<file path="src/hw/ure_pkg.sv">
// Constants for the USB device reset-exit attach logic
package ure_pkg;
    // Required contiguous idle time after bus reset
    localparam int IDLE_TIME_US = 800;
    localparam int CLK_MHZ = 25;
    localparam int IDLE_CYCLES = IDLE_TIME_US * CLK_MHZ;
    // Bus reset: SE0 held at least 2.5 us
    localparam int SE0_RESET_NS = 2500;
    localparam int CLK_PERIOD_NS = 40;
    localparam int SE0_RESET_CYCLES =
        (SE0_RESET_NS + CLK_PERIOD_NS - 1) / CLK_PERIOD_NS;
    localparam int CNT_W = 16;
    // Synchroniser lanes DP, DM, override; DP rests high like an idle bus
    localparam int SYNC_LANES = 3;
    localparam logic [SYNC_LANES-1:0] SYNC_RESET_VAL = 3'h1;
    // Attach states
    typedef enum logic [1:0] {
        URE_DETACHED = 2'b00,
        URE_RESET = 2'b01,
        URE_CONNECTED = 2'b10
    } ure_state_type;
endpackage

</file>
<file path="src/hw/ure_reset_exit.sv">
// Attach-state logic that leaves bus reset after a contiguous idle J period
//
// Operation
// - After bus reset, connect only after 800 us of unbroken J.
// - Before connected, no connect is shown and no packet accepted.
// - Any bus activity, even for other addresses, counts as not idle.
// - The controller runs only at full speed, where J is DP high and DM low.
// - A debug override input forces the seen lines to DP one and DM zero.
`timescale 1ns/10ps
module ure_reset_exit
#(
    parameter int IDLE_COUNT = ure_pkg::IDLE_CYCLES,
    parameter int SE0_COUNT = ure_pkg::SE0_RESET_CYCLES
)
(
    // Clock and reset
    input wire logic clk,
    input wire logic resetn,
    // Bus line receivers, asynchronous
    input wire logic usb_dp,
    input wire logic usb_dm,
    // Debug override, asynchronous pin
    input wire logic debug_override_input,
    // Packet strobe from the receiver on clk
    input wire logic pkt_valid,
    // Status
    output logic connected,
    output logic pkt_accept,
    output logic in_reset
);
    import ure_pkg::*;

    // Counters are CNT_W wide; an IDLE_COUNT beyond that never ends
    logic [CNT_W-1:0] idle_q, idle_d, se0_q, se0_d;
    ure_state_type state_q, state_d;
    logic connected_q, accept_q;

    // Raw pins by lane: bit 0 DP, bit 1 DM, bit 2 override
    wire [SYNC_LANES-1:0] pins_raw = {debug_override_input, usb_dm, usb_dp};
    wire [SYNC_LANES-1:0] lines_sync;

    // Two-flop synchroniser per lane; stage one feeds only stage two.
    // Reset levels match the idle bus so no false SE0 follows reset.
    genvar lane;
    generate
        for (lane = 0; lane < SYNC_LANES; lane++)
        begin : g_sync
            logic s1_q, s2_q;
            always_ff @(posedge clk or negedge resetn)
            begin
                if (!resetn)
                begin
                    s1_q <= SYNC_RESET_VAL[lane];
                    s2_q <= SYNC_RESET_VAL[lane];
                end
                else
                begin
                    s1_q <= pins_raw[lane];
                    s2_q <= s1_q;
                end
            end
            assign lines_sync[lane] = s2_q;
        end
    endgenerate

    // Lanes by name after the second stage
    wire sync_dp = lines_sync[0];
    wire sync_dm = lines_sync[1];
    wire sync_ov = lines_sync[2];

    // Seen lines; override wins over pins
    wire seen_dp = sync_ov | sync_dp;
    wire seen_dm = ~sync_ov & sync_dm;
    // Full-speed J: DP high, DM low; anything else is activity
    wire bus_j = seen_dp & ~seen_dm;
    wire bus_se0 = ~seen_dp & ~seen_dm;
    wire idle_done = (32'(idle_q) >= IDLE_COUNT - 1);
    wire se0_done = (32'(se0_q) >= SE0_COUNT - 1);

    // Idle timer restarts on any non-J; counts only in reset state
    assign idle_d = (state_q != URE_RESET || !bus_j) ? '0 :
                    (idle_done ? idle_q : idle_q + CNT_W'(1'h1));
    // SE0 length counter, saturating, detects bus reset
    assign se0_d = !bus_se0 ? '0 :
                   (se0_done ? se0_q : se0_q + CNT_W'(1'h1));

    // State transitions
    always_comb
    begin
        state_d = state_q;
        unique case (state_q)
            URE_DETACHED:
                if (bus_se0 && se0_done)
                    state_d = URE_RESET;
            URE_RESET:
                if (bus_j && idle_done)
                    state_d = URE_CONNECTED;
            URE_CONNECTED:
                if (bus_se0 && se0_done)
                    state_d = URE_RESET;
            default:
                state_d = URE_DETACHED;
        endcase
    end

    // State, counters and registered outputs
    always_ff @(posedge clk or negedge resetn)
    begin
        if (!resetn)
        begin
            state_q <= URE_DETACHED;
            idle_q <= '0;
            se0_q <= '0;
            connected_q <= 1'h0;
            accept_q <= 1'h0;
        end
        else
        begin
            state_q <= state_d;
            idle_q <= idle_d;
            se0_q <= se0_d;
            connected_q <= (state_d == URE_CONNECTED);
            accept_q <= (state_q == URE_CONNECTED) && pkt_valid;
        end
    end

    assign connected = connected_q;
    assign pkt_accept = accept_q;
    assign in_reset = (state_q == URE_RESET);
endmodule // ure_reset_exit
</file>
<file path="config.mk">
export PLATFORM = sky130hd
export DESIGN_NAME = ure_reset_exit
export DESIGN_NICKNAME = d
export VERILOG_FILES = /design/src/hw/ure_pkg.sv /design/src/hw/ure_reset_exit.sv
export SDC_FILE = /design/constraint.sdc
export NUM_CORES = 1
export LEC_CHECK = 0
export BUFFER_PORTS_ARGS = -buffer_cell sky130_fd_sc_hd__buf_2
export CAP_MARGIN = 15
export CORE_ASPECT_RATIO = 1.2
export CORE_MARGIN = 1.5
export CORE_UTILIZATION = 42
export CTS_CLUSTER_SIZE = 14
export DETAILED_ROUTE_END_ITERATION = 8
export SETUP_SLACK_MARGIN = 0.2
export SLEW_MARGIN = 15
export SYNTH_ARGS = -nofsm -noshare
export SYNTH_HDL_FRONTEND = slang
export SYNTH_SLANG_ARGS = --single-unit
</file>
<file path="constraint.sdc">
create_clock -name clk -period 1.8 [get_ports clk]
set_input_delay 0.09 -clock clk [delete_from_list [all_inputs] [get_ports clk]]
set_output_delay 0.09 -clock clk [all_outputs]
set_load 0.03 [all_outputs]
</file>
==> reports/results.ini, run 1 <==
[synth]
ys_ff_latch = 42
synth_compound_area_share_pct = 12.58
synth.net_count = 194
synth_mux_area_share_pct = 4.046
synth_top_cells_by_area = dfrtp_1, mux2i_1, a21oi_1
synth_xor_area_share_pct = 0
synth_top_area_share_pct = 50.57
synth_cell_types = 38
synth-simple-area-share_pct = 26.36
synth.largest_area_cell = dfrtp_1
async_flop_share_pct = 100.0
synth_seq_area_share_pct = 53.22
synth_top_family_by_area = simple AND/OR/NAND/NOR gates
synthCells = 185
ys_warn_count = 0
synth_area_um2 = 1979
synth_edf_count = 0
avgSynthCellArea_um2 = 10.70
synth_fa_ha_area_share_pct = 1.896
ys.flop_type = dfrtp_1

[cells_and_area]
layout.cells.non_filler = 285
fill_cells = 389
layout.nets = 235
design_area_um2 = 2551
multiInputGateArea_um2 = 1032
drive_gt1_share_pct = 32.60
antenna_cells = 0
syn2layout_area_growth_pct = 28.89
seqCellArea_um2 = 1056
final_util_pct = 55.94

[worst_setup_path]
end_kind = flop
path_depth = 4
r2r-end = connected
slowest_delay_ps = 440
cp_cell_sequence = nor4_4 -> nand3_4 -> and3_4 -> a22o_1
crit_fanout = 8
reg2reg_slack_ps = 120
cp.required_ps = 1990
critPathSlowestCell = dfrtp_2
start_kind = flop
crit_family = simple AND/OR/NAND/NOR gates
critPathBufInv = 0
criticalPathCategory = reg2reg
arrival_ps = 1870
r2r_start = idle_q[5]
reg2reg_depth = 4

[worst_hold_path]
min_from = g_sync[1].s1_q
whs_path_depth = 0
hold_class = reg2reg
hold_end = g_sync[1].s2_q

[global_route]
grt_pass1_vias = 1495
antenna_found_initial = 0
track_usage_pct = 17.42
gr-usage-met3_pct = 4.871
grtUsageMet2_pct = 27.07
grt.busiest_layer = met2
grt_max_degree = 43
grt_overflow = 0
grt_pass1_wl_um = 6831
met1_usage_pct = 22.85

[place]
gp_congestion = 0.7955
port_buffers = 8
place_area_um2 = 2135
placedCellCount = 254
place_ws_ps = -59.65
place_hpwl_um = 2644

[detailed_routing]
vias = 1580
drc = 0
first_iter_violations = 119
vias_per_cell = 5.544
dr.pass1.iters = 5
postRouteAntennaNets = 0
wl_per_cell_um = 15.67
routed_wl_um = 4466

[die]
io_pins = 9
die-area_um2 = 5135
start_util_pct = 43.40
die_w_um = 65.67
die_h_um = 78.20
coreArea_um2 = 4561
rows = 27

[timing]
fmax_mhz = 595.3
final_max_slew_viol_count = 0
tightest_slew_ps = 522.5
clock-skew-final_ps = 7.485
post-route-min-period_ps = 1680
worst_slack_ps = 120.0
hold_viol = 0
rsz0062_at_grt = yes
finalSetupViolations = 0
fin_crit_sh_pct = 93.33
slew_headroom_pct = 65.16

[clock_tree]
cts_made_buffers = 5
clk_latency_ps = 300
root_buffer = clkbuf_8
cts_tree = built
cts_max_path_buffers = 2
cts_max_level = 2
clock-sinks = 42
path_clk_slew_ps = 80

[flow_run]
max_cap_violations = 0

[power]
leakage_nw = 1.111
power_frac_clock_pct = 37.9
power_switching_w = 0.0003731
power_density_nw_per_um2 = 633.5
ir_drop_v = 0.0004041
internal_power_w = 0.001243
p_seq_share_pct = 59.2
comb_power_share_pct = 3.0
sw_frac_of_total_pct = 23.08

[run_status]
status = finished, final reports clean

worst reg2reg max path, delay by kind of cell (launching register included):
family	cells	cell delay [ps]
flip-flops	1	440
AND/OR/NAND/NOR	3	920
AO/OA/AOI/OAI	1	200
routing by layer:
layer,part of all wire (%),up-vias,routed length [µm]
li1,-,757,-
met1,42,764,1890
met2,51,51,2279
met3,5.0,8,225
met4,1.6,0,71
met5,0,-,0
logic make-up (layout without fill, tap and decap cells):
group	Yosys count	after routing
multiplexers	8	8
adder cells (fa/ha/maj)	3	3
buffers and inverters	9	50
AO/OA/AOI/OAI	37	38
flip-flops	42	42
AND/OR/NAND/NOR	86	86
placed cells by master (no fill, tap or decap), drive strengths merged, types with 8 or more instances in the layout:
cell type and n:
dfrtp 40, buf 33, nand2 17, a21oi 16
and2 12, nand3 11, nand2b 9, mux2i 8
nor2 8
worst max-delay path by stage:
stage / from / to / slack (ps)
finish: idle_q[5] / connected / 120
detailed placement: idle_q[10] / idle_q[4] / -60
global route: se0_q[13] / se0_q[4] / 60
floorplan: idle_q[0] / idle_q[5] / 230
global placement: idle_q[10] / state_q[0] / 50
CTS: se0_q[11] / se0_q[4] / 150
area by class of cell:
class                   instances  share of cell area (%)
clock buffers                   5                   2.697
well taps                      58                   2.845
repair buffers                 38                   11.18
flip-flops and latches         42                   41.39
clock inverters                 3                  0.8337
multi-input cells             135                   40.46
inverters                       4                  0.5885
timing repair:
item,CTS,global route
hold endpoints to repair,44,0
hold buffers,5,0
pin swaps,4,19
gates cloned,0,1
buffers inserted,5,12
endpoints found under the setup margin,18,20
resized for setup,4,27
flip-flops by register name, indices dropped and copies added, names as in the netlist:
name	count
g_sync.s2_q	3
se0_q	16
idle_q	16
connected	1
g_sync.s1_q	3
pkt_accept	1
state_q	2
stage by stage:
| step | power, W | TNS, ps | hold slack (ps) |
|---|---|---|---|
| after global placement | 0.001011 | 0 | 177.5 |
| after global routing | 0.001685 | 0 | 363.0 |
| after detailed placement | 0.001013 | -236.5 | 187.9 |
| after CTS | 0.001640 | 0 | 358.8 |
| final | 0.001616 | 0 | 355.3 |
| after floorplan | 0.0009831 | 0 | -205.6 |
synthesized netlist by cell type (all sizes together) (3+ instances only):
library cell  instances
a211oi                3
a21oi                15
and2                 12
and3                  5
clkbuf                3
dfrtp                40
ha                    3
inv                   4
mux2i                 8
nand2                17
nand2b                9
nand3                11
nand4                 5
nor2                  8
nor3                  4
nor4                  3
o21ai                 5
or3                   5
power by group through the flow:
stage                     combinational (W)  clock [W]  sequential, W
final                             0.0000477   0.000612       0.000956
after CTS                         0.0000484   0.000635       0.000956
after global placement            0.0000351          0       0.000976
after detailed placement          0.0000370          0       0.000976
after global routing              0.0000548   0.000673       0.000957
after floorplan                  0.00000820          0       0.000975
(Power assumes the default switching activity.)
==> inputs of run 2 (changes only) <==
--- a/config.mk
+++ b/config.mk
@@ -5,13 +5,15 @@
 export SDC_FILE = /design/constraint.sdc
 export NUM_CORES = 1
 export LEC_CHECK = 0
+export ABC_AREA = 1
 export BUFFER_PORTS_ARGS = -buffer_cell sky130_fd_sc_hd__buf_2
 export CAP_MARGIN = 15
 export CORE_ASPECT_RATIO = 1.2
 export CORE_MARGIN = 1.5
-export CORE_UTILIZATION = 42
+export CORE_UTILIZATION = 60
 export CTS_CLUSTER_SIZE = 14
 export DETAILED_ROUTE_END_ITERATION = 8
+export PLACE_DENSITY = 0.78
 export SETUP_SLACK_MARGIN = 0.2
 export SLEW_MARGIN = 15
 export SYNTH_ARGS = -nofsm -noshare
==> run 2 against run 1 <==
Worst setup slack gained 90 ps. Fmax rose by 5.7%. Synthesized cell count is 43% higher. Area after synthesis increased by 7.0%. Die area down 24%. Worst hold slack worse by 190 ps. First-iteration DRC count shrank 24%. Global-route usage up 5.9 points. Clock-buffer cell count is 2 higher. Critical path depth rose by 5. Largest cell class unchanged.
==> reports/results.ini, run 2 <==
[clock_tree]
clk_latency_ps = 300  ; about the same
clock-sinks = 42  ; unchanged
cts_made_buffers = 5  ; unchanged
cts_max_level = 2  ; unchanged
path_clk_slew_ps = 70  ; was 80 ps
root_buffer = clkbuf_8  ; unchanged
cts_tree = built  ; unchanged
cts_max_path_buffers = 2  ; unchanged

[die]
rows = 23  ; was 27
die-area_um2 = 3897  ; was 5135 µm²
io_pins = 9  ; unchanged
die_h_um = 68.09  ; was 78.20 µm
die_w_um = 57.24  ; was 65.67 µm
coreArea_um2 = 3367  ; was 4561 µm²
start_util_pct = 62.91  ; was 43.40%

[synth]
synth.largest_area_cell = dfrtp_1  ; unchanged
synth_area_um2 = 2118  ; was 1979 µm²
synthCells = 265  ; was 185
synth_top_area_share_pct = 47.25  ; was 50.57%
ys.flop_type = dfrtp_1  ; unchanged
synth_seq_area_share_pct = 49.73  ; was 53.22%
synth_top_cells_by_area = dfrtp_1, nand2_1, nor2_1  ; was dfrtp_1, mux2i_1, a21oi_1
synth.net_count = 274  ; was 194
synthTopCellsByCount = nand2_1, dfrtp_1, nor2_1, inv_1, nand3_1  ; was dfrtp_1, nand2_1, a21oi_1, and2_1, nand3_1
async_flop_share_pct = 100.0  ; unchanged
yosysMostFrequentCell = nand2_1  ; was dfrtp_1
avgSynthCellArea_um2 = 7.994  ; was 10.70 µm²
ys_warn_count = 0  ; unchanged
synth_edf_count = 0  ; unchanged
synth_cell_types = 24  ; was 38
ys_ff_latch = 42  ; unchanged

[global_route]
antenna_found_initial = 0  ; unchanged
grt_max_degree = 19  ; was 43
grt_overflow = 0  ; unchanged
grt_pass1_vias = 1611  ; was 1495
track_usage_pct = 23.36  ; was 17.42%
grt_pass1_wl_um = 6913  ; was 6831 µm

[worst_setup_path]
criticalPathCategory = reg2reg  ; unchanged
end_kind = flop  ; unchanged
crit_fanout = 5  ; was 8
start_kind = flop  ; unchanged
arrival_ps = 1830  ; was 1870 ps
cp.required_ps = 2040  ; was 1990 ps

[place]
place_ws_ps = 184.9  ; was -59.65 ps
placedCellCount = 310  ; was 254
place_hpwl_um = 2748  ; was 2644 µm
port_buffers = 8  ; unchanged
place_area_um2 = 2207  ; was 2135 µm²
gp_congestion = 0.8641  ; was 0.7955

[detailed_routing]
drc = 0  ; unchanged
wl_per_cell_um = 12.40  ; was 15.67 µm
vias = 1698  ; was 1580
routed_wl_um = 4091  ; was 4466 µm
vias_per_cell = 5.145  ; was 5.544
postRouteAntennaNets = 0  ; unchanged
first_iter_violations = 90  ; was 119
dr.pass1.iters = 4  ; was 5

[timing]
slew_headroom_pct = 79.56  ; was 65.16%
post-route-min-period_ps = 1590  ; was 1680 ps
timing.hold.ws_ps = 169.9  ; was 355.3 ps
final_max_slew_viol_count = 0  ; unchanged
clock-skew-final_ps = 3.477  ; was 7.485 ps
rsz0062_at_grt = yes  ; unchanged
finalSetupViolations = 0  ; unchanged
fmax_mhz = 628.9  ; was 595.3 MHz
hold_viol = 0  ; unchanged
worst_slack_ps = 210.0  ; was 120.0 ps
tns_ps = 0  ; unchanged
fin_crit_sh_pct = 88.33  ; was 93.33%
tightest_slew_ps = 304.5  ; was 522.5 ps

[cells_and_area]
layout.cells.non_filler = 330  ; was 285
design_area_um2 = 2484  ; was 2551 µm²
top_regs = idle_q x16, se0_q x16  ; unchanged
layout_common_cells = nand2_1, nor2_1, dfrtp_1  ; was dfrtp_1, buf_4, nand2_1
drive_gt1_share_pct = 16.38  ; was 32.60%
layout.nets = 301  ; was 235
syn2layout_area_growth_pct = 17.25  ; was 28.89%
antenna_cells = 0  ; unchanged
layout_commonest_cell = nand2_1  ; was dfrtp_1

[power]
ir_drop_v = 0.0008058  ; was 0.0004041 V
power_density_nw_per_um2 = 710.9  ; was 633.5 nW/µm²
leakage_nw = 1.211  ; was 1.111 nW

[flow_run]
max_cap_violations = 0  ; unchanged

[worst_hold_path]
hold_class = in2async  ; was reg2reg

[run_status]
status = finished, final reports clean  ; unchanged

==> run 2: cell types whose count changed after synthesis, moves of 8 or more <==
cell / delta
a21oi_1: -12
and2_1: -11
inv_1: +23
mux2i_1: -8
nand2_1: +62
nand2b_1: -9
nand3_1: +10
nand4_1: +9
nor2_1: +31
==> run 2: per-layer routing <==
layer  up-vias  share of wire (%)  GRT usage [%]
met4         0                1.8          10.47
met3         5                3.7          4.348
met2        25                 51          42.53
met1       777                 44          26.78
li1        891                  -              -
met5         -                  0              0
==> run 2: cell type report <==
class	instances	area (µm²)
clock buffers	7	86.33
clock inverters	1	30.03
fillers	265	883.3
inverters	29	108.9
multi-input cells	190	944.7
flip-flops and latches	42	1057
well taps	37	46.29
repair buffers	24	210.2
==> run 2: where the power goes <==
| part | internal (W) | leakage, nW | switching [W] |
|---|---|---|---|
| Clock | 0.000452 | 0.0585 | 0.000311 |
| Combinational | 0.0000175 | 0.587 | 0.0000296 |
| Sequential | 0.000952 | 0.565 | 0.00000325 |
| Total | 0.00142 | 1.21 | 0.000344 |
==> run 2: worst paths after layout <==
path,startpoint,endpoint,slack (ps),depth (start not counted)
worst max-delay path,idle_q[0],idle_q[3],210,9
worst min-delay path,resetn,se0_q[5],170,2
worst max register to register,idle_q[0],idle_q[3],210,9
worst min register to register,g_sync[1].s1_q,g_sync[1].s2_q,360,0
max in group asynchronous,resetn,g_sync[0].s1_q,1080,3
min in group clk,g_sync[1].s1_q,g_sync[1].s2_q,360,0
==> run 2: per-stage QoR <==
stage | util (%) | power, W
floorplan | - | 0.0009831
CTS | 70.68 | 0.001788
detailed placement | 65.55 | 0.001015
finish | 73.76 | 0.001766
global placement | 65.55 | 0.001013
global route | 73.76 | 0.001826
==> run 2: cells by family (layout without fill, tap and decap cells) <==
group / count (synthesis) / after routing / share of synthesized area (%)
buffers and inverters: 34 / 61 / 6.793
flip-flops: 42 / 42 / 49.73
AO/OA/AOI/OAI: 15 / 15 / 4.016
XOR/XNOR: 7 / 7 / 2.894
AND/OR/NAND/NOR: 164 / 165 / 34.79
adder cells (fa/ha/maj): 3 / 3 / 1.772
==> run 2: critical path, stage by stage (launching register included) <==
cell	delay, ps
dfrtp_1	430
ha_2	220
nand2_2	110
nor2_4	50
nor2_2	120
nor2_4	50
buf_4	120
o21ai_1	260
nand2_1	90
nand2_1	80
==> run 2: repair_timing <==
action                                 4_1_cts  5_1_grt
setup endpoints to repair                   16       16
endpoints found under the hold margin       44        0
pin swaps                                    0        7
buffers inserted                             0        5
cloned                                       0        2
resized for setup                            3        7
hold buffers                                 5        0
==> inputs of run 3 (changes only) <==
--- a/config.mk
+++ b/config.mk
@@ -8,12 +8,14 @@
 export ABC_AREA = 1
 export BUFFER_PORTS_ARGS = -buffer_cell sky130_fd_sc_hd__buf_2
 export CAP_MARGIN = 15
+export CELL_PAD_IN_SITES_DETAIL_PLACEMENT = 1
+export CELL_PAD_IN_SITES_GLOBAL_PLACEMENT = 1
 export CORE_ASPECT_RATIO = 1.2
 export CORE_MARGIN = 1.5
-export CORE_UTILIZATION = 60
+export CORE_UTILIZATION = 45
 export CTS_CLUSTER_SIZE = 14
 export DETAILED_ROUTE_END_ITERATION = 8
-export PLACE_DENSITY = 0.78
+export PLACE_DENSITY_LB_ADDON = 0.1
 export SETUP_SLACK_MARGIN = 0.2
 export SLEW_MARGIN = 15
 export SYNTH_ARGS = -nofsm -noshare
==> run 3 against run 2 <==
Clock power increased by 2%. Clock-buffer cell count unchanged. Register-to-register slack got worse by 20 ps. Die area increased by 32%. Combinational power decreased by 5.5%. Worst setup slack got worse by 21 ps. Sequential share of layout area decreased by 1.3 points. Critical path depth unchanged. Critical path type unchanged. Critical endpoint is now state_q[0]. Largest cell class unchanged. Highest routed layer unchanged.
==> reports/results.ini, run 3 (synthesized netlist as in run 2, its figures left out) <==
[run_status]
status = finished, final reports clean  ; unchanged

[cells_and_area]
top_regs = idle_q x16, se0_q x16  ; unchanged
fill_cells = 569  ; was 265
layout.nets = 311  ; was 301
design_area_um2 = 2562  ; was 2484 µm²
multiInputGateArea_um2 = 954.7  ; was 944.7 µm²
seqCellArea_um2 = 1057  ; unchanged
layout_commonest_cell = nand2_1  ; unchanged
layout_common_cells = nand2_1, nor2_1, dfrtp_1  ; unchanged
drive_gt1_share_pct = 21.45  ; was 16.38%
antenna_cells = 0  ; unchanged
syn2layout_area_growth_pct = 20.97  ; was 17.25%

[clock_tree]
path_clk_slew_ps = 80  ; was 70 ps
cts_max_level = 2  ; unchanged
cts_tree = built  ; unchanged
cts_made_buffers = 5  ; unchanged
clock-sinks = 42  ; unchanged
cts_max_path_buffers = 2  ; unchanged
clk_latency_ps = 300  ; about the same
root_buffer = clkbuf_8  ; unchanged

[power]
ir_drop_v = 0.0005166  ; was 0.0008058 V
leakage_nw = 1.249  ; was 1.211 nW
power_density_nw_per_um2 = 695.1  ; was 710.9 nW/µm²
finalPower_w = 0.001781  ; was 0.001766 W

[timing]
tightest_slew_ps = 656.1  ; was 304.5 ps
hold_viol = 0  ; unchanged
rsz0062_at_grt = yes  ; unchanged
timing.hold.ws_ps = 7.616  ; was 169.9 ps
post-route-min-period_ps = 1611  ; was 1590 ps
fin_crit_sh_pct = 89.51  ; was 88.33%
fmax_mhz = 620.6  ; was 628.9 MHz
tns_ps = 0  ; unchanged
clock-skew-final_ps = 8.524  ; was 3.477 ps
finalSetupViolations = 0  ; unchanged
final_max_slew_viol_count = 0  ; unchanged
slew_headroom_pct = 56.26  ; was 79.56%

[detailed_routing]
vias_per_cell = 5.042  ; was 5.145
routed_wl_um = 5151  ; was 4091 µm
first_iter_violations = 59  ; was 90
vias = 1820  ; was 1698
wl_per_cell_um = 14.27  ; was 12.40 µm
postRouteAntennaNets = 0  ; unchanged
drc = 0  ; unchanged
dr.pass1.iters = 4  ; unchanged

[global_route]
antenna_found_initial = 0  ; unchanged
grt_pass1_vias = 1934  ; was 1611
grt_pass1_wl_um = 8500  ; was 6913 µm
grt_max_degree = 30  ; was 19
track_usage_pct = 21.63  ; was 23.36%
grt_overflow = 0  ; unchanged

[worst_setup_path]
end_kind = flop  ; unchanged
cp.required_ps = 1980  ; was 2040 ps
criticalPathCategory = reg2reg  ; unchanged
crit_fanout = 5  ; unchanged
arrival_ps = 1800  ; was 1830 ps
start_kind = flop  ; unchanged

[place]
place_hpwl_um = 3387  ; was 2748 µm
port_buffers = 8  ; unchanged
gp_congestion = 0.7813  ; was 0.8641
place_area_um2 = 2256  ; was 2207 µm²

[die]
coreArea_um2 = 4561  ; was 3367 µm²
rows = 27  ; was 23
start_util_pct = 46.45  ; was 62.91%
io_pins = 9  ; unchanged
die_h_um = 78.16  ; was 68.09 µm
die-area_um2 = 5129  ; was 3897 µm²
die_w_um = 65.63  ; was 57.24 µm

[worst_hold_path]
hold_class = in2reg  ; was in2async

[flow_run]
max_cap_violations = 0  ; unchanged

run 3: final timing paths:
check	from	to	slack, ps	cells after the start
worst max-delay path	idle_q[10]	state_q[0]	190	9
worst min-delay path	pkt_valid	pkt_accept	8	3
worst max register to register	idle_q[10]	state_q[0]	190	9
worst min register to register	g_sync[2].s1_q	g_sync[2].s2_q	360	0
max in group asynchronous	resetn	idle_q[9]	800	3
min in group asynchronous	resetn	se0_q[6]	350	2
run 3: where the power goes:
group          internal [W]  switching (W)   total, W
Clock              0.000452       0.000328   0.000781
Combinational     0.0000146      0.0000299  0.0000445
Sequential         0.000952     0.00000349   0.000956
Total               0.00142       0.000362    0.00178
run 3: what timing repair did:
action | 4_1_cts | 5_1_grt
buffers inserted | 3 | 11
pin swaps | 1 | 11
endpoints found under the setup margin | 15 | 25
hold buffers | 4 | 0
endpoints found under the hold margin | 29 | 0
gates resized for setup | 3 | 14
cloned | 0 | 1
run 3: per-layer routing:
layer  part of all wire, %  up-vias  track usage [%]
met5                     0        -                0
met4                   1.4        0            8.125
li1                      -      906                -
met2                    54        8            39.09
met1                    43      900            24.88
met3                   1.5        6            3.868
run 3: final cells by class:
cell class	count	share of cell area (%)
multi-input cells	190	37.26
clock inverters	1	1.172
clock buffers	7	3.369
inverters	29	4.248
well taps	58	2.832
repair buffers	34	9.863
flip-flops and latches	42	41.26
run 3: worst max-delay path, stage by stage (launching register included):
cell,delay [ps]
dfrtp_1,460
nand2_2,110
nor2_1,150
nand2_1,110
nor2_4,150
nor2_4,50
buf_4,160
buf_4,130
o21ai_1,110
nand2_1,60
run 3: per-stage QoR:
stage / utilization [%] / cells / setup WS [ps]
3_3_place_gp: 49.46 / 334 / 171.8
3_5_place_dp: 49.46 / 334 / 154.9
4_1_cts: 53.61 / 349 / 210.4
2_1_floorplan: - / 265 / 273.2
5_1_grt: 56.19 / 361 / 72.71
6_report: 56.19 / 361 / 188.7
